<file path="src/tcir_pkg.sv">
// Constants for the trace capability identification register bank.
// Assumes a 32-bit AHB-Lite register bus, one aligned word per register.
package tcir_pkg;

    // Register byte offsets
    localparam logic [7:0] TCIR_OFF_CAP_ONE = 8'h00;
    localparam logic [7:0] TCIR_OFF_CAP_TWO = 8'h04;
    localparam logic [7:0] TCIR_OFF_CTRL = 8'h08;
    localparam logic [7:0] TCIR_OFF_STATUS = 8'h0C;
    localparam int TCIR_ADDR_W = 8;

    // Field positions in capability_word_one (lowest bit of each field)
    localparam int TCIR_F1_SERIAL_OUT_LSB = 22;
    localparam int TCIR_F1_PERIODIC_ALIGN_LSB = 20;
    localparam int TCIR_F1_HW_EVENT_LSB = 18;
    localparam int TCIR_F1_STAMP_DIV_LSB = 16;
    localparam int TCIR_F1_TRIGGER_MODE_LSB = 14;
    localparam int TCIR_F1_OUTPUT_BUS_LSB = 10;
    localparam int TCIR_F1_ALIGN_PERIOD_LSB = 8;
    localparam int TCIR_F1_FORCED_STAMP_BIT = 7;
    localparam int TCIR_F1_STAMP_RATE_BIT = 6;
    localparam int TCIR_F1_STAMP_KIND_LSB = 4;
    localparam int TCIR_F1_WIRE_FORMAT_LSB = 0;

    // Field positions in capability_word_two
    localparam int TCIR_F2_PORT_CLASS_LSB = 16;
    localparam int TCIR_F2_NATIVE_WIDTH_LSB = 12;
    localparam int TCIR_F2_TRANSFER_CLASS_LSB = 9;
    localparam int TCIR_F2_ACCESS_FILTER_LSB = 7;
    localparam int TCIR_F2_PORT_FORCING_BIT = 6;

    // Common two-bit support encodings
    localparam logic [1:0] TCIR_SUP_PROBE = 2'h0;
    localparam logic [1:0] TCIR_SUP_ABSENT = 2'h1;
    localparam logic [1:0] TCIR_SUP_PRESENT = 2'h2;
    localparam logic [1:0] TCIR_SUP_WRITABLE = 2'h3;

    // Field-specific encodings
    localparam logic [1:0] TCIR_TRIG_NONE = 2'h0;
    localparam logic [1:0] TCIR_TRIG_MULTI = 2'h1;
    localparam logic [1:0] TCIR_TRIG_BOTH = 2'h2;
    localparam logic [3:0] TCIR_BUS_PLAIN = 4'h0;
    localparam logic [3:0] TCIR_BUS_TRIGGER = 4'h1;
    localparam logic [1:0] TCIR_STAMP_DIFF = 2'h0;
    localparam logic [1:0] TCIR_STAMP_ABS = 2'h1;
    localparam logic [1:0] TCIR_STAMP_NONE = 2'h2;
    localparam logic [3:0] TCIR_WIRE_FORMAT_V2 = 4'h1;
    localparam logic [1:0] TCIR_CLASS_BASIC = 2'h0;
    localparam logic [1:0] TCIR_CLASS_EXTENDED = 2'h1;
    localparam logic [1:0] TCIR_CLASS_BOTH = 2'h2;
    localparam logic [3:0] TCIR_WIDTH_32 = 4'h0;
    localparam logic [3:0] TCIR_WIDTH_64 = 4'h1;
    localparam logic [1:0] TCIR_XFER_INVARIANT = 2'h0;
    localparam logic [1:0] TCIR_XFER_GUARANTEED = 2'h1;
    localparam logic [1:0] TCIR_XFER_BOTH = 2'h2;

    // Read-count control and status
    localparam int TCIR_CTRL_COUNT_EN_BIT = 0;
    localparam int TCIR_CTRL_COUNT_CLR_BIT = 1;
    localparam int TCIR_COUNT_W = 16;
    localparam logic TCIR_RST_COUNT_EN = 1'b0;
    localparam logic [TCIR_COUNT_W-1:0] TCIR_RST_COUNT = 16'h0000;
    localparam logic [TCIR_COUNT_W-1:0] TCIR_COUNT_MAX = 16'hFFFF;
    localparam logic [31:0] TCIR_RST_RDATA = 32'h0000_0000;

    // AHB-Lite codes
    localparam logic [1:0] TCIR_HTRANS_NONSEQ = 2'h2;
    localparam logic [2:0] TCIR_HSIZE_WORD = 3'h2;
    localparam logic TCIR_HRESP_OKAY = 1'b0;

    typedef enum logic [1:0] {
        TCIR_PH_IDLE = 2'b00,
        TCIR_PH_WDATA = 2'b01
    } tcir_phase_type;

    typedef enum logic [2:0] {
        TCIR_SEL_NONE = 3'h0,
        TCIR_SEL_CAP_ONE = 3'h1,
        TCIR_SEL_CAP_TWO = 3'h2,
        TCIR_SEL_CTRL = 3'h3,
        TCIR_SEL_STATUS = 3'h4
    } tcir_sel_type;

endpackage

</file>
<file path="src/tcir_cap_words.sv">
// Builds the two constant capability words from build parameters.
// Assumes parameters are fixed at elaboration; undefined codes are replaced.
`timescale 1ns/100ps
`default_nettype none
module tcir_cap_words
    import tcir_pkg::*;
#(
    parameter logic [1:0] SERIAL_OUT = TCIR_SUP_ABSENT,
    parameter logic [1:0] PERIODIC_ALIGN = TCIR_SUP_WRITABLE,
    parameter logic [1:0] HW_EVENT = TCIR_SUP_PRESENT,
    parameter logic [1:0] STAMP_DIV = TCIR_SUP_PRESENT,
    parameter logic [1:0] TRIGGER_MODE = TCIR_TRIG_BOTH,
    parameter logic [3:0] OUTPUT_BUS = TCIR_BUS_TRIGGER,
    parameter logic [1:0] ALIGN_PERIOD = TCIR_SUP_WRITABLE,
    parameter logic FORCED_STAMP = 1'b1,
    parameter logic STAMP_RATE_WR = 1'b1,
    parameter logic [1:0] STAMP_KIND = TCIR_STAMP_ABS,
    parameter logic [1:0] PORT_CLASS = TCIR_CLASS_BOTH,
    parameter logic [3:0] NATIVE_WIDTH = TCIR_WIDTH_64,
    parameter logic [1:0] TRANSFER_CLASS = TCIR_XFER_BOTH,
    parameter logic [1:0] ACCESS_FILTER = TCIR_SUP_PRESENT,
    parameter logic PORT_FORCING = 1'b1
) (
    output logic [31:0] word_one, // Capability word one
    output logic [31:0] word_two  // Capability word two
);

    // Three-value fields: 0b11 is reserved, fall back to the neutral code
    function automatic logic [1:0] three_way(input logic [1:0] v, input logic [1:0] fallback);
        three_way = (v == 2'h3) ? fallback : v;
    endfunction

    // Four-bit fields with only two defined codes
    function automatic logic [3:0] two_code(input logic [3:0] v, input logic [3:0] fallback);
        two_code = (v > 4'h1) ? fallback : v;
    endfunction

    always_comb begin
        word_one = 32'h0000_0000;
        word_one[TCIR_F1_SERIAL_OUT_LSB +: 2] = three_way(SERIAL_OUT, TCIR_SUP_PROBE);
        word_one[TCIR_F1_PERIODIC_ALIGN_LSB +: 2] = PERIODIC_ALIGN;
        word_one[TCIR_F1_HW_EVENT_LSB +: 2] = three_way(HW_EVENT, TCIR_SUP_PROBE);
        word_one[TCIR_F1_STAMP_DIV_LSB +: 2] = three_way(STAMP_DIV, TCIR_SUP_PROBE);
        word_one[TCIR_F1_TRIGGER_MODE_LSB +: 2] = three_way(TRIGGER_MODE, TCIR_TRIG_NONE);
        word_one[TCIR_F1_OUTPUT_BUS_LSB +: 4] = two_code(OUTPUT_BUS, TCIR_BUS_PLAIN);
        word_one[TCIR_F1_ALIGN_PERIOD_LSB +: 2] = ALIGN_PERIOD;
        word_one[TCIR_F1_FORCED_STAMP_BIT] = FORCED_STAMP;
        word_one[TCIR_F1_STAMP_RATE_BIT] = STAMP_RATE_WR;
        // No-timestamp is the safe fallback for a reserved code
        word_one[TCIR_F1_STAMP_KIND_LSB +: 2] = three_way(STAMP_KIND, TCIR_STAMP_NONE);
        word_one[TCIR_F1_WIRE_FORMAT_LSB +: 4] = TCIR_WIRE_FORMAT_V2;

        word_two = 32'h0000_0000;
        word_two[TCIR_F2_PORT_CLASS_LSB +: 2] = three_way(PORT_CLASS, TCIR_CLASS_BASIC);
        word_two[TCIR_F2_NATIVE_WIDTH_LSB +: 4] = two_code(NATIVE_WIDTH, TCIR_WIDTH_32);
        word_two[TCIR_F2_TRANSFER_CLASS_LSB +: 2] = three_way(TRANSFER_CLASS, TCIR_XFER_INVARIANT);
        word_two[TCIR_F2_ACCESS_FILTER_LSB +: 2] = three_way(ACCESS_FILTER, TCIR_SUP_PROBE);
        word_two[TCIR_F2_PORT_FORCING_BIT] = PORT_FORCING;
    end

endmodule
`default_nettype wire

</file>
<file path="src/tcir_regs.sv">
// AHB-Lite slave holding the trace capability identification registers.
// Assumes a single master, word transfers, synchronous inputs on hclk.
//
// Functional notes
// - Word one bits 19:18 report hardware event enable: probe, absent or present.
// - Bits 17:16 report stamp divider support; bits 5:4 report stamp kind.
// - Bits 15:14 report trigger modes: none indicated, multi-shot only, or both.
// - Bits 13:10 report plain output bus or output bus with trigger support.
// - Bits 9:8 report alignment period register: probe, absent, no-mode, with-mode.
// - Bit 7 flags forced stamp bit; bit 6 flags writable stamp rate register.
// - Bits 3:0 read 0b0001; reserved field encodings are never returned.
// - Word two always exists; its bits 31:18 and 11 read zero.
// - Word two bits 17:16 give port classes, bits 15:12 native width.
// - Word two bits 10:9 report supported port transfer kinds.
// - Word two bits 8:7 report access level filter register support.
// - Word two bit 6 set only when both forcing registers exist.
// - Word one bits 21:20 report periodic alignment enable support, four codes.
// - Word one bits 23:22 report serial output enable; bits 31:24 read zero.
//
// Implementation choices: the AHB-Lite register port and the register addresses.
`timescale 1ns/100ps
`default_nettype none
module tcir_regs
    import tcir_pkg::*;
#(
    parameter logic [1:0] SERIAL_OUT = TCIR_SUP_ABSENT,
    parameter logic [1:0] PERIODIC_ALIGN = TCIR_SUP_WRITABLE,
    parameter logic [1:0] HW_EVENT = TCIR_SUP_PRESENT,
    parameter logic [1:0] STAMP_DIV = TCIR_SUP_PRESENT,
    parameter logic [1:0] TRIGGER_MODE = TCIR_TRIG_BOTH,
    parameter logic [3:0] OUTPUT_BUS = TCIR_BUS_TRIGGER,
    parameter logic [1:0] ALIGN_PERIOD = TCIR_SUP_WRITABLE,
    parameter logic FORCED_STAMP = 1'b1,
    parameter logic STAMP_RATE_WR = 1'b1,
    parameter logic [1:0] STAMP_KIND = TCIR_STAMP_ABS,
    parameter logic [1:0] PORT_CLASS = TCIR_CLASS_BOTH,
    parameter logic [3:0] NATIVE_WIDTH = TCIR_WIDTH_64,
    parameter logic [1:0] TRANSFER_CLASS = TCIR_XFER_BOTH,
    parameter logic [1:0] ACCESS_FILTER = TCIR_SUP_PRESENT,
    parameter logic PORT_FORCING = 1'b1
) (
    input wire logic hclk,                           // Bus clock, 200 MHz
    input wire logic hresetn,                        // Async reset, active low
    input wire logic hsel,                           // Slave select
    input wire logic [tcir_pkg::TCIR_ADDR_W-1:0] haddr, // Byte address
    input wire logic [1:0] htrans,                   // Transfer type
    input wire logic hwrite,                         // Write when high
    input wire logic [2:0] hsize,                    // Transfer size
    input wire logic [31:0] hwdata,                  // Write data
    input wire logic hready,                         // Bus ready in
    output logic [31:0] hrdata,                      // Read data
    output logic hreadyout,                          // Slave ready
    output logic hresp                               // Response, always OKAY
);
    import tcir_pkg::*;

    typedef struct packed {
        tcir_phase_type phase;
        tcir_sel_type wr_sel;
        logic [31:0] rdata;
        logic ready;
        logic resp;
        logic count_en;
        logic [TCIR_COUNT_W-1:0] read_count;
    } tcir_state_type;

    localparam tcir_state_type TCIR_STATE_RST = '{
        phase: TCIR_PH_IDLE,
        wr_sel: TCIR_SEL_NONE,
        rdata: TCIR_RST_RDATA,
        ready: 1'b1,
        resp: TCIR_HRESP_OKAY,
        count_en: TCIR_RST_COUNT_EN,
        read_count: TCIR_RST_COUNT
    };

    tcir_state_type s_r;
    tcir_state_type s_nxt;
    logic [31:0] cap_one;
    logic [31:0] cap_two;
    logic accept;
    tcir_sel_type addr_sel;

    tcir_cap_words #(
        .SERIAL_OUT(SERIAL_OUT),
        .PERIODIC_ALIGN(PERIODIC_ALIGN),
        .HW_EVENT(HW_EVENT),
        .STAMP_DIV(STAMP_DIV),
        .TRIGGER_MODE(TRIGGER_MODE),
        .OUTPUT_BUS(OUTPUT_BUS),
        .ALIGN_PERIOD(ALIGN_PERIOD),
        .FORCED_STAMP(FORCED_STAMP),
        .STAMP_RATE_WR(STAMP_RATE_WR),
        .STAMP_KIND(STAMP_KIND),
        .PORT_CLASS(PORT_CLASS),
        .NATIVE_WIDTH(NATIVE_WIDTH),
        .TRANSFER_CLASS(TRANSFER_CLASS),
        .ACCESS_FILTER(ACCESS_FILTER),
        .PORT_FORCING(PORT_FORCING)
    ) u_cap_words (
        .word_one(cap_one),
        .word_two(cap_two)
    );

    // Address decode, shared by the read and the write path
    function automatic tcir_sel_type decode(input logic [TCIR_ADDR_W-1:0] a);
        case (a)
            TCIR_OFF_CAP_ONE: decode = TCIR_SEL_CAP_ONE;
            TCIR_OFF_CAP_TWO: decode = TCIR_SEL_CAP_TWO;
            TCIR_OFF_CTRL: decode = TCIR_SEL_CTRL;
            TCIR_OFF_STATUS: decode = TCIR_SEL_STATUS;
            default: decode = TCIR_SEL_NONE;
        endcase
    endfunction

    function automatic logic is_capability(input tcir_sel_type sel);
        is_capability = (sel == TCIR_SEL_CAP_ONE) || (sel == TCIR_SEL_CAP_TWO);
    endfunction

    // Unmapped addresses read as zero with an OKAY response
    function automatic logic [31:0] read_mux(input tcir_sel_type sel, input logic [31:0] one,
                                             input logic [31:0] two, input logic en,
                                             input logic [TCIR_COUNT_W-1:0] cnt);
        logic [31:0] v;
        v = 32'h0000_0000;
        case (sel)
            TCIR_SEL_CAP_ONE: v = one;
            TCIR_SEL_CAP_TWO: v = two;
            TCIR_SEL_CTRL: v[TCIR_CTRL_COUNT_EN_BIT] = en;
            TCIR_SEL_STATUS: v[TCIR_COUNT_W-1:0] = cnt;
            default: v = 32'h0000_0000;
        endcase
        read_mux = v;
    endfunction

    assign addr_sel = decode(haddr);
    // Only word-sized NONSEQ transfers are served; others are ignored
    assign accept = hsel && hready && (htrans == TCIR_HTRANS_NONSEQ) && (hsize == TCIR_HSIZE_WORD);

    always_comb begin
        s_nxt = s_r;
        // Zero wait states: the slave never stretches a transfer
        s_nxt.ready = 1'b1;
        s_nxt.resp = TCIR_HRESP_OKAY;

        // Data phase of an earlier write
        if (s_r.phase == TCIR_PH_WDATA) begin
            case (s_r.wr_sel)
                TCIR_SEL_CTRL: begin
                    s_nxt.count_en = hwdata[TCIR_CTRL_COUNT_EN_BIT];
                    if (hwdata[TCIR_CTRL_COUNT_CLR_BIT]) begin
                        s_nxt.read_count = TCIR_RST_COUNT;
                    end
                end
                // Capability words and status hold no state a write could touch
                TCIR_SEL_CAP_ONE, TCIR_SEL_CAP_TWO: s_nxt.read_count = s_nxt.read_count;
                default: s_nxt.read_count = s_nxt.read_count;
            endcase
            s_nxt.phase = TCIR_PH_IDLE;
            s_nxt.wr_sel = TCIR_SEL_NONE;
        end

        if (accept) begin
            if (hwrite) begin
                s_nxt.phase = TCIR_PH_WDATA;
                s_nxt.wr_sel = addr_sel;
            end else begin
                s_nxt.rdata = read_mux(addr_sel, cap_one, cap_two, s_r.count_en, s_r.read_count);
                // Increment after the clear so a same-cycle read is not lost
                if (s_r.count_en && is_capability(addr_sel) && (s_nxt.read_count != TCIR_COUNT_MAX)) begin
                    s_nxt.read_count = s_nxt.read_count + 16'h0001;
                end
            end
        end
    end

    always_ff @(posedge hclk or negedge hresetn) begin
        if (!hresetn) begin
            s_r <= TCIR_STATE_RST;
        end else begin
            s_r <= s_nxt;
        end
    end

    assign hrdata = s_r.rdata;
    assign hreadyout = s_r.ready;
    assign hresp = s_r.resp;

endmodule
`default_nettype wire

</file>
<file path="config.mk">
export PLATFORM = sky130hd
export DESIGN_NAME = tcir_regs
export DESIGN_NICKNAME = d
export VERILOG_FILES = /design/src/tcir_pkg.sv /design/src/tcir_cap_words.sv /design/src/tcir_regs.sv
export SDC_FILE = /design/constraint.sdc
export NUM_CORES = 1
export LEC_CHECK = 0
export BUFFER_PORTS_ARGS = -buffer_cell sky130_fd_sc_hd__buf_2
export CORE_UTILIZATION = 30
export CTS_CLUSTER_DIAMETER = 80
export CTS_CLUSTER_SIZE = 10
export DETAILED_ROUTE_END_ITERATION = 8
export PLACE_DENSITY = 0.54
export REMOVE_ABC_BUFFERS = 1
export SYNTH_ARGS = -nofsm -noshare
export SYNTH_HDL_FRONTEND = slang
export SYNTH_SLANG_ARGS = --single-unit
</file>
<file path="constraint.sdc">
create_clock -name hclk -period 2.2 [get_ports hclk]
set_input_delay 0.33 -clock hclk [delete_from_list [all_inputs] [get_ports hclk]]
set_output_delay 0.33 -clock hclk [all_outputs]
set_load 0.02 [all_outputs]
</file>
==> summary.md, run 1 <==
Setup violations remaining at the end of the flow were counted as 0. The number of optimization iterations in the first detailed-route pass is 4. The die footprint is 8007 um^2. The initial antenna violation count is 0. For the cell area after technology mapping, the log shows 2296 um^2.

Of all cell types, the one taking the most synthesized area is sky130_fd_sc_hd__dfrtp_1. For the worst setup path, the data required time is 2.39 ns. The placeable core region came out at 7331 um^2. Cells fill 36.78% of the core in the end. Counting along the longest clock path gives a buffer depth of 2. Most frequent cell on the critical path: sky130_fd_sc_hd__and2_4. In this run the tool buffered the top-level ports with 40 buffer cells. The critical path runs through a total of 9 cells. The run gives 0 as the final antenna-violating net count. STA classifies the critical path endpoint as a register. Cell type group with the largest total delay on the critical path: simple AND/OR/NAND/NOR gates. Post-detailed-route via-to-cell ratio: 4.664.

The hold violation total from the final report is 0, and the number of warnings printed during yosys synthesis is 0. The critical path data arrival time was 2.37 ns; the remaining routing DRC violations was 0. After the last flow step, the layout net total stands at 341. Setup clock skew after layout: 0.006128 ns. The flow ran to the end, and the final reports show no timing, DRC or antenna violations. For the pin count of the biggest net entering global routing, the log shows 16.

The number of max-cap violations is 0. Largest incremental delay on the critical path: 0.41 ns. The first routing iteration left 89 violations. TritonCTS built the clock tree. Across the VDD grid, the largest voltage drop is 194.2 uV. The worst setup path is of the reg2reg kind.

Dividing the detail-routed wire length by the instance count gives 13.18 um. The H-tree depth is 2, and the clock latency at the later pin of the worst-skew pair is 0.30 ns. The repair_antennas step left the layout with diodes totalling 0. The final critical path time including I/O delays and setup is 2.182 ns.

The path class of the tightest hold or removal check is in2reg. In this run the power density over the cells is 495.4 nW/um^2. Derived from the worst setup path, the maximum achievable clock frequency is 458.3 MHz. After synthesis the netlist holds a flip-flop and latch count of 40. The clock slew seen by the registers of the worst setup and hold paths is 0.08 ns. The most common flop cell mapped by yosys was sky130_fd_sc_hd__dfrtp_1. Summed over all layers, the routed wires come to 5.140 mm. The first global-routing pass estimated 8.307 mm of wire. The number of buffers created by CTS was 5; the number of global-route vias before repair was 1675.

The total overflow left after global routing is 0. For this design the top-level I/O count stands at 84. The overall global routing resource usage is 14.03%. The proportion of layout cells with a drive suffix above 1 was 32.99%; the die span in x was 89.48 um.

The netlist uses 43 different library cells. The die is 89.48 um tall. The max-slew violation count came out at 0.

The sum of net half-perimeters after detailed placement was 3.806 mm; the fraction of registers with async set/reset was 100.0%. The tree built by TritonCTS fans out to 40 sinks. For the cell count after synthesis, the log shows 248. At the placement stage, the worst setup path has a slack of -0.1090 ns. For the leakage power, the log shows 1.275 nW. The buffer and inverter count on the worst path came out at 2.

Traced cell by cell, the critical path runs through and4bb_2, nand2_4, and2_4, ha_4, and2_4, a31o_4, buf_6, buf_4, mux2_2. A synthesized cell averages 9.258 um^2. The number of cells on the worst reg-to-reg path works out to 9. The floorplan has 31 rows.

Total via count after detailed routing: 1819. The share of the synthesized area in the top cell type was 43.60%. Setup repair after global routing could not meet its margin everywhere. Initial core utilization: 31.32%. Routability-driven placement finished with a final weighted congestion of 0.8031. The worst hold path passes through 2 cells. In this run, synthesis inferred 0 flip-flops with an integrated enable. Sequential cells were found to cover 43.60% of the synthesized design area. The share of the clock period used by the worst path after layout works out to 99.18%. Compared with the post-synthesis result, the final layout area differs by 17.44%. Along the worst path, the maximum fanout reaches 6. The worst setup path is launched from a register. The tree is rooted in a sky130_fd_sc_hd__clkbuf_8.

The cell with the largest stage delay on the worst path was sky130_fd_sc_hd__dfrtp_1. The tools report the final worst setup slack as 0.01814 ns. By area the synthesized netlist is led by sky130_fd_sc_hd__dfrtp_1, sky130_fd_sc_hd__buf_4, sky130_fd_sc_hd__nand2_1.
-- repair_timing --
item                                    in CTS  in global routing
gates cloned                                 0                  0
pin swaps                                    3                 18
hold buffers                                 1                  0
hold endpoints to repair                    13                  0
endpoints found under the setup margin      11                 10
resized for setup                            9                  4
buffers inserted                             2                  4
-- per-layer routing --
layer,global-route usage [%],up-vias,wire (um),share of wire [%]
met5,0,-,0,0
met4,4.329,0,57,1.1
met3,3.878,6,254,4.9
met2,21.79,56,2304,45
met1,18.99,848,2523,49
li1,-,909,-,-
-- stage by stage --
step | instances | cell area (um^2) | power [mW] | hold WS [ns] | TNS, ns
floorplan | 218 | 2038 | 0.7834 | 0.03441 | -0.5345
global placement | 375 | 2497 | 0.8294 | 0.2674 | -0.2794
detailed placement | 375 | 2497 | 0.8305 | 0.2738 | -0.5202
CTS | 386 | 2650 | 1.353 | 0.2833 | 0
global route | 390 | 2696 | 1.393 | 0.2956 | -0.2239
finish | 390 | 2696 | 1.336 | 0.2869 | 0
-- path summary, 6_finish.rpt --
path / slack (ns) / from / end
setup reg to reg: 0.02 / s_r[55] / s_r[1]
max in group asynchronous: 1.19 / hresetn / hrdata[7]
min in group asynchronous: 0.46 / hresetn / hrdata[2]
hold / removal: 0.29 / hwdata[0] / s_r[16]
setup / recovery: 0.02 / s_r[55] / s_r[1]
hold reg to reg: 0.48 / hrdata[3] / hrdata[3]
-- worst reg2reg max path, cell delays in order, from the launching register on --
cell and delay [ns]:
sky130_fd_sc_hd__dfrtp_1 0.41, sky130_fd_sc_hd__and4bb_2 0.35, sky130_fd_sc_hd__nand2_4 0.07, sky130_fd_sc_hd__and2_4 0.18, sky130_fd_sc_hd__ha_4 0.16, sky130_fd_sc_hd__and2_4 0.14, sky130_fd_sc_hd__a31o_4 0.24, sky130_fd_sc_hd__buf_6 0.14
sky130_fd_sc_hd__buf_4 0.13, sky130_fd_sc_hd__mux2_2 0.26
-- placed cells by master, fill, tap and decap left out, types with 2 or more instances in the layout --
| master | instances |
|---|---|
| sky130_fd_sc_hd__xnor2_1 | 5 |
| sky130_fd_sc_hd__o31ai_1 | 7 |
| sky130_fd_sc_hd__conb_1 | 13 |
| sky130_fd_sc_hd__a21oi_1 | 13 |
| sky130_fd_sc_hd__or4_1 | 6 |
| sky130_fd_sc_hd__clkbuf_8 | 6 |
| sky130_fd_sc_hd__nand3_1 | 7 |
| sky130_fd_sc_hd__o211ai_1 | 5 |
| sky130_fd_sc_hd__inv_1 | 6 |
| sky130_fd_sc_hd__buf_2 | 40 |
| sky130_fd_sc_hd__nand2_1 | 42 |
| sky130_fd_sc_hd__and3_1 | 2 |
| sky130_fd_sc_hd__and2_4 | 3 |
| sky130_fd_sc_hd__o21ai_0 | 18 |
| sky130_fd_sc_hd__and2_1 | 5 |
| sky130_fd_sc_hd__nand4_1 | 6 |
| sky130_fd_sc_hd__mux2_2 | 2 |
| sky130_fd_sc_hd__nand2b_1 | 2 |
| sky130_fd_sc_hd__and2_2 | 2 |
| sky130_fd_sc_hd__buf_4 | 22 |
| sky130_fd_sc_hd__clkinv_2 | 2 |
| sky130_fd_sc_hd__buf_6 | 2 |
| sky130_fd_sc_hd__nor2_1 | 6 |
| sky130_fd_sc_hd__and4bb_2 | 3 |
| sky130_fd_sc_hd__or3_2 | 2 |
| sky130_fd_sc_hd__dfrtp_1 | 40 |
-- where the power goes --
part	switching, mW	leakage [nW]	internal (mW)	total (mW)
sequential	0.000246	0.559	0.735	0.735
clock	0.270	0.0510	0.251	0.521
combinational	0.0563	0.665	0.0236	0.0799
total	0.327	1.28	1.01	1.34
-- cell families after synthesis --
group	after synthesis	synth area share, %
DFF	40	43.60
AOI/OAI and AO/OA	51	13.52
and+or+nand+nor	99	24.69
xor gates and xnor gates	5	1.907
other	2	0.3271
adders and majority gates	1	0.5449
buffers and inverters	47	14.01
muxes	3	1.417
-- area by class of cell --
type	instances	area, um^2
clock inverter	2	10.01
clock buffer	6	82.58
fill	763	4634
timing repair buffer	65	397.9
sequential	40	1001
inverter	6	22.52
multi-input combinational	172	1059
tap	99	123.9
-- Yosys cell counts, types with 3 or more instances --
library cell / number
sky130_fd_sc_hd__o31ai_1: 7
sky130_fd_sc_hd__nand3_1: 7
sky130_fd_sc_hd__xnor2_1: 5
sky130_fd_sc_hd__or4_1: 7
sky130_fd_sc_hd__nand4_1: 6
sky130_fd_sc_hd__and2_1: 8
sky130_fd_sc_hd__o211ai_1: 5
sky130_fd_sc_hd__inv_1: 6
sky130_fd_sc_hd__and4bb_2: 3
sky130_fd_sc_hd__o21ai_0: 18
sky130_fd_sc_hd__clkbuf_1: 3
sky130_fd_sc_hd__nor2_1: 6
sky130_fd_sc_hd__buf_4: 34
sky130_fd_sc_hd__dfrtp_1: 40
sky130_fd_sc_hd__nand2_1: 43
sky130_fd_sc_hd__a21oi_1: 14
-- registers in the layout, summed over array words and instances, names as in the netlist --
| signal | flops |
|---|---|
| s_r | 22 |
| hrdata | 18 |
No activity file was read; power rests on OpenSTA's default activity.
==> inputs of run 2 (changes only) <==
Settings changed: ABC_AREA set to 1, PLACE_DENSITY 0.54 to 0.53.
Clock period 2.2 ns to 1.75 ns, I/O delays scaled along.
==> summary.md, run 2 <==
The run finished, with violations left. The checks that failed: setup timing. The count of distinct cell types in the synthesized netlist is 35 (-19%).

The commonest cells after synthesis are sky130_fd_sc_hd__nand2_1, sky130_fd_sc_hd__dfrtp_1, sky130_fd_sc_hd__buf_4, sky130_fd_sc_hd__inv_1, sky130_fd_sc_hd__nand3_1. For the starting DRC count in detailed routing, the log shows 111 (+25%). Met2 track demand over resource: 23.25% (+1.5 points).

For the sum of net half-perimeters after detailed placement, the log shows 3.996 mm (+5.0%). The overall global routing resource usage is 13.98% (-0.047 points). Die footprint: 8408 um^2 (+5.0%). Grouping stages by cell kind, the critical path spends the most delay in simple AND/OR/NAND/NOR gates. The most used routing layer in global routing is met2. The share of the clock period used by the worst path after layout is 112.9% (+14 points), and the wire length of the first global-routing pass is 9.280 mm (+12%). The most common flop cell mapped by yosys was sky130_fd_sc_hd__dfrtp_1. The tools report the number of global-route vias before repair as 2010 (+20%). The final standard cell area without fillers is 3013 um^2 (+12%), and the remaining global-route overflow is 0 (unchanged).

The library cell used most frequently in the layout, excluding fill and tap cells, is sky130_fd_sc_hd__nand2_1. The simple-gate portion of the synthesized area was 30.64% (+6.0 points). The signal on the critical path passes through nand2_2, nor2_4, nand3_4, buf_4, nand2_1, nor2_1, nand4_4, nand2_4, nor2_4, buf_4, buf_6, xor2_2. The portion of netlist area occupied by mux cells came out at 0% (-1.4 points).

The buffer and inverter count on the worst path works out to 3 (+1). The number of standard cells in the layout, taps in and fillers out was 463 (+19%); the register-to-register setup slack was -0.23 ns (-0.24 ns). For the post-place setup slack, the log shows -0.3043 ns (-0.1953 ns).

The adder and majority gate portion of the synthesized area was 0.5184% (-0.027 points). Counting flops per register, the top entry is s_r. The run gives 1.93 ns (-0.46 ns) as the worst endpoint required time. The initial core utilization is 31.07% (-0.25 points), and the global placer's final weighted congestion is 0.8511 (+6.0%). The run gives 2038 (+12%) as the total via count after detailed routing. The placeable core region is 7767 um^2 (+6.0%), and the hold violation total from the final report is 0 (unchanged). The run gives 1.781 mW (+33%) as the sum of internal, switching and leakage power. In the layout the commonest cells are sky130_fd_sc_hd__nand2_1, sky130_fd_sc_hd__dfrtp_1, sky130_fd_sc_hd__buf_2. The logs give 0.1904 ns (-0.09652 ns) for the worst hold slack and 5 (unchanged) for the number of buffers created by CTS. The run gives 0 (unchanged) as the final antenna-violating net count. Post-detailed-route via-to-cell ratio: 4.402 (-5.6%). CTS placed an instance of sky130_fd_sc_hd__clkbuf_8 at the clock tree root. The post-detailed-route wirelength per cell works out to 11.94 um (-9.4%).

For the initial antenna violation count, the log shows 0 (unchanged). The number of enable flip-flop cells after synthesis was 0 (unchanged); the final total negative setup slack was -2.043 ns (-2.043 ns). sky130_fd_sc_hd__dfrtp_1 takes more of the synthesized area than any other cell. The chip height was 91.70 um (+2.5%); the net count reported at finish was 411 (+21%). The register bit total from synthesis works out to 40 (unchanged).

Among all cell types in the netlist, the one instantiated most often is sky130_fd_sc_hd__nand2_1. Setup repair after global routing could not meet its margin everywhere. The antenna cell count was 0 (unchanged). The largest incremental delay on the critical path is 0.39 ns (-0.02 ns). The portion of the post-synthesis area used by sequential elements is 41.47% (-2.1 points), and the cell count after synthesis is 304 (+23%). The logs give 16 (+16) for the final setup violation count and 38.79% (+2.0 points) for the end-of-flow core utilization.

For the maximum count of clock buffers along a single path, the log shows 2 (unchanged). The proportion of layout cells with a drive suffix above 1 works out to 33.80% (+0.81 points). The tools report the placed instance count as 448 (+19%). The die span in x was 91.70 um (+2.5%).

The kind of start point of the critical path is a register. For the clock sink count, the log shows 40 (unchanged). The pin count of the biggest net entering global routing was 26 (+10); the power per cell area was 591.0 nW/um^2 (+19%). The highest fanout seen on the critical path was 9 (+3). For the maximum vdd ir drop, the log shows 323.3 uV (+67%).

For the H-tree depth, the log shows 2 (unchanged). The cell area after technology mapping is 2414 um^2 (+5.1%). The fmax was 506.0 MHz (+10%). The met3 layer usage reported by global route came out at 3.317% (-0.56 points). The tools report the post-placement cell area as 2756 um^2 (+10%). The tightest min-delay check is of the in2reg type. The post-synthesis share of cell area spent on xor and xnor gates was 1.763% (-0.14 points); the post-synthesis area per instance was 7.939 um^2 (-14%). For the number of warnings printed during yosys synthesis, the log shows 0 (unchanged).

The filler cell count in the final layout is 817 (+7.1%), and the number of placement rows is 32 (+3.2%). The clock slew seen by the registers of the worst setup and hold paths works out to 0.08 ns (about the same). For the leakage power, the log shows 1.623 nW (+27%).

TritonCTS built the clock tree. The number of top-level pins came out at 84 (unchanged). By area the synthesized netlist is led by sky130_fd_sc_hd__dfrtp_1, sky130_fd_sc_hd__nand2_1, sky130_fd_sc_hd__buf_4.

The tools report the setup clock skew after layout as 0.01098 ns (+0.004850 ns). By area, the combinational part of the netlist is dominated by simple AND/OR/NAND/NOR gates. The tools report the met1 track demand over resource as 17.74% (-1.2 points). The number of optimization iterations in the first detailed-route pass was 4 (unchanged). Critical path data arrival time: 2.16 ns (-0.21 ns). The final critical path time including I/O delays and setup works out to 1.976 ns (-0.2054 ns). The worst setup path is of the reg2reg kind. The remaining routing DRC violations came out at 0 (unchanged).

The largest individual stage delay along the critical path comes from the cell sky130_fd_sc_hd__dfrtp_1. The synthesized-area fraction occupied by ao, oa, aoi and oai cells works out to 7.102% (-6.4 points). The run gives 0 (unchanged) as the number of max-cap violations. The fraction of registers with async set/reset was 100.0% (unchanged); the flip-flop count of the largest register after layout was 22 (unchanged).

The critical path capture point type was a register. The share of the synthesized area in the top cell type was 41.47% (-2.1 points). The quantity of I/O buffers inserted on ports is 40 (unchanged). Compared with the post-synthesis result, the final layout area differs by 24.83%. The clock latency at the later pin of the worst-skew pair was 0.30 ns (about the same); the total wirelength of the detailed-routed design was 5.527 mm (+7.5%). The final worst setup slack came out at -0.2264 ns (-0.2446 ns). The max-slew violation count is 0 (unchanged).
[run 2: cell types whose count changed after synthesis, moves of 7 or more]
cell	delta
sky130_fd_sc_hd__o21ai_0	-12
sky130_fd_sc_hd__inv_1	+29
sky130_fd_sc_hd__nand3_1	+22
sky130_fd_sc_hd__nor2_1	+17
sky130_fd_sc_hd__nor2_2	+7
sky130_fd_sc_hd__or4_1	-7
sky130_fd_sc_hd__and2_1	-8
sky130_fd_sc_hd__a2bb2oi_1	+7
sky130_fd_sc_hd__nand2_1	+33
sky130_fd_sc_hd__a21oi_1	-10
[run 2: timing repair]
| item | in CTS | in global routing |
|---|---|---|
| pin swaps | 10 | 15 |
| buffers inserted | 3 | 4 |
| gates resized for setup | 14 | 17 |
| endpoints found under the hold margin | 18 | 0 |
| endpoints found under the setup margin | 16 | 16 |
| hold buffers | 1 | 0 |
| cloned | 1 | 0 |
[run 2: worst paths after layout]
check,startpoint,end,depth (start not counted)
hold reg to reg,hrdata[12],hrdata[12],2
min in group asynchronous,hresetn,hrdata[17],2
hold / removal,hwrite,s_r[55],2
setup reg to reg,s_r[52],s_r[0],12
setup / recovery,s_r[52],s_r[0],12
max in group asynchronous,hresetn,s_r[52],3
[run 2: layout make-up]
class / instances / area [um^2] / share of cell area [%]
tap: 102 / 127.6 / 4.236
clock inverter: 2 / 10.01 / 0.3322
multi-input combinational: 198 / 1109 / 36.79
sequential: 40 / 1001 / 33.22
timing repair buffer: 79 / 548.0 / 18.19
inverter: 36 / 135.1 / 4.485
clock buffer: 6 / 82.58 / 2.741
[run 2: per-layer routing]
metal	share of wire [%]	routed length (um)	up-vias
met1	47	2585	943
met2	46	2570	44
met5	0	0	-
met3	4.5	247	11
met4	2.2	123	0
li1	-	-	1040
[run 2: kinds of logic after synthesis]
kind of cell / count (synthesis)
AND/OR/NAND/NOR: 155
other: 2
XOR/XNOR: 4
buffers and inverters: 77
flip-flops: 40
AO/OA/AOI/OAI: 25
adder cells (fa/ha/maj): 1
[run 2: where the power goes]
group          switching (mW)  internal (mW)  leakage [nW]
clock                   0.328          0.315        0.0510
sequential             0.0146          0.951         0.548
combinational           0.111         0.0613          1.02
total                   0.454           1.33          1.62
==> inputs of run 3 (changes only) <==
Settings changed: CELL_PAD_IN_SITES_DETAIL_PLACEMENT set to 0, CELL_PAD_IN_SITES_GLOBAL_PLACEMENT set to 1, PLACE_DENSITY 0.53 to 0.71.
==> summary.md, run 3 (synthesized netlist as in run 2, its figures left out) <==
End of the worst register-to-register path: s_r[0]. The total wirelength of the detailed-routed design came out at 5.714 mm (+3.4%). The maximum vdd ir drop came out at 369.5 uV (+14%).

The tools report the global placer's final weighted congestion as 0.8229 (-3.3%). The tools report the overall global routing resource usage as 14.14% (+0.16 points). The max-slew violation count was 0 (unchanged). For the pin with the worst max-slew slack, the measured transition is 0.5209 ns. The remaining routing DRC violations was 0 (unchanged).

The tools report the net count reported at finish as 413 (+0.49%). The area of the multi-input gates is 1152 um^2 (+4.0%). The most used routing layer in global routing is met2. For the maximum count of clock buffers along a single path, the log shows 2 (unchanged).

Setup repair after global routing could not meet its margin everywhere. The antenna cell count is 0 (unchanged), and the share of the clock period used by the worst path after layout is 107.5% (-5.4 points). For the setup clock skew after layout, the log shows 0.004061 ns (-0.006917 ns). The worst pin sits at a relative slew slack of 65.27%. The run finished, with violations left.

The sum of net half-perimeters after detailed placement came out at 3.883 mm (-2.8%). Highest fanout seen on the critical path: 6 (-3). The area occupied by registers is 1001 um^2 (unchanged). The number of top-level pins is 84 (unchanged). Number of max-cap violations: 0 (unchanged). The run gives 7767 um^2 (unchanged) as the placeable core region. In this run the critical register-to-register path is launched from s_r[52]. The met2 track demand over resource is 23.68% (+0.44 points), and the filler cell count in the final layout is 812 (-0.61%). The critical path in this run is classified as reg2reg. The fmax is 531.5 MHz (+5.1%).

For the clock latency at the later pin of the worst-skew pair, the log shows 0.29 ns (about the same). TritonCTS built the clock tree. The logs give 39.79% (+1.0 points) for the end-of-flow core utilization and 1.93 ns (about the same) for the worst endpoint required time. The tools report the total via count after detailed routing as 2041 (+0.15%). The final critical path time including I/O delays and setup is 1.881 ns (-0.09509 ns), and the wire length of the first global-routing pass is 9.266 mm (-0.15%).

The tree is rooted in a sky130_fd_sc_hd__clkbuf_8. The tools report the register-to-register setup slack as -0.13 ns (+0.10 ns). Number of placement rows: 32 (unchanged).

The clock slew seen by the registers of the worst setup and hold paths is 0.08 ns (about the same), and the final setup violation count is 16 (unchanged). The flip-flop count of the largest register after layout was 22 (unchanged); the final total negative setup slack was -1.386 ns (+0.6570 ns). The tightest min-delay check is of the in2async type. Leaving out fill and tap cells, the most frequent cell in the layout is sky130_fd_sc_hd__nand2_1. The quantity of I/O buffers inserted on ports was 40 (unchanged). The initial antenna violation count came out at 0 (unchanged).

For the leakage power, the log shows 1.646 nW (+1.4%). Placed instance count: 448 (unchanged). The met1 track demand over resource is 17.70% (-0.036 points), and the clock sink count is 40 (unchanged).

The proportion of layout cells with a drive suffix above 1 was 37.19% (+3.4 points). For the number of optimization iterations in the first detailed-route pass, the log shows 4 (unchanged). The die span in x is 91.70 um (unchanged).

Traced cell by cell, the critical path runs through nand2_2, nor2_4, nand3_4, nand2_2, inv_2, ha_4, nand2_2, inv_2, nand3_4, nor2_4, nand4_4, nand2_4, nor2_4, buf_6, xor2_2. The run gives 3.317% (unchanged) as the met3 layer usage reported by global route. For the final antenna-violating net count, the log shows 0 (unchanged). The checks that failed: setup timing. The post-detailed-route wirelength per cell came out at 12.29 um (+2.9%).

The worst setup path is captured at a register. The tools report the sum of internal, switching and leakage power as 1.767 mW (-0.74%). The register name with the most flops is s_r.

The logs give 5 (unchanged) for the number of buffers created by CTS and -0.2849 ns (+0.01937 ns) for the post-place setup slack. The kind of start point of the critical path was a register. The power per cell area came out at 571.9 nW/um^2 (-3.2%).

In the layout the commonest cells are sky130_fd_sc_hd__nand2_1, sky130_fd_sc_hd__dfrtp_1, sky130_fd_sc_hd__buf_2. The pin count of the biggest net entering global routing came out at 41 (+58%). For the critical path data arrival time, the log shows 2.06 ns (-0.10 ns). The run gives 0 (unchanged) as the hold violation total from the final report. The largest incremental delay on the critical path was 0.40 ns (about the same). The remaining global-route overflow is 0 (unchanged). The chip height works out to 91.70 um (unchanged). The final worst setup slack is -0.1313 ns (+0.09509 ns). The logs give 31.07% (unchanged) for the initial core utilization and 2 (unchanged) for the H-tree depth.

The starting DRC count in detailed routing was 78 (-30%). Cell with the largest stage delay on the worst path: sky130_fd_sc_hd__dfrtp_1. The number of cells on the worst reg-to-reg path came out at 15 (+3).

The post-detailed-route via-to-cell ratio is 4.389 (-0.28%), and the die footprint is 8408 um^2 (unchanged). The area growth from synthesis to layout is 28.05%. The number of standard cells in the layout, taps in and fillers out is 465 (+0.43%). The run gives 2019 (+0.45%) as the number of global-route vias before repair.
## run 3: cell count changes in the layout (fill, tap and decap cells not counted), moves of 3 or more
| cell | delta |
|---|---|
| sky130_fd_sc_hd__nand2_1 | -3 |
| sky130_fd_sc_hd__nand2_2 | +3 |
| sky130_fd_sc_hd__nand3_1 | -3 |
| sky130_fd_sc_hd__nor2_1 | -4 |
| sky130_fd_sc_hd__nor2_2 | +4 |
## run 3: worst max path at each step
stage                     slack, ns     from  cells past startpoint  endpoint
after global placement        -0.26  s_r[55]                     17    s_r[2]
after floorplan               -0.38  s_r[55]                     15    s_r[2]
final                         -0.13  s_r[52]                     15    s_r[0]
after detailed placement      -0.28  s_r[53]                     17    s_r[2]
after global routing          -0.26  s_r[52]                     16    s_r[8]
after CTS                     -0.19  s_r[51]                     15   s_r[10]
## run 3: cell type report
class	instances	area share, %
repair buffers	81	18.83
well taps	102	4.130
multi-input cells	198	37.29
clock buffers	8	2.915
flip-flops and latches	40	32.39
inverters	36	4.453
## run 3: critical path, delay by kind of cell (launching register included)
family / cells / cell delay [ns]
xor+xnor: 1 / 0.13
fa+ha+maj: 1 / 0.13
buf+inv: 3 / 0.28
flops: 1 / 0.40
simple gates: 10 / 0.83
## run 3: per-layer routing
metal	vias up	wire [um]	share of wire [%]
li1	1043	-	-
met1	940	2671	47
met2	49	2656	46
met3	9	272	4.8
met4	0	114	2.0
met5	-	0	0
## run 3: repair_timing
action	in CTS	in global routing
gates cloned	0	1
setup buffers	5	4
pin swaps	18	20
endpoints found under the hold margin	0	0
hold buffers	0	0
resized for setup	26	22
setup endpoints to repair	16	16
## run 3: where the power goes
group | switching [mW] | leakage, nW | internal [mW]
registers | 0.0147 | 0.548 | 0.951
clock network | 0.312 | 0.0455 | 0.322
logic | 0.110 | 1.05 | 0.0584
total | 0.436 | 1.65 | 1.33
## run 3: metrics by stage
| step | hold WS (ns) | instance area (um^2) |
|---|---|---|
| after floorplan | -0.03309 | 2151 |
| after global placement | 0.3639 | 2744 |
| after detailed placement | 0.3625 | 2744 |
| after CTS | 0.04669 | 2950 |
| after global routing | 0.06805 | 3090 |
| final | 0.03070 | 3090 |
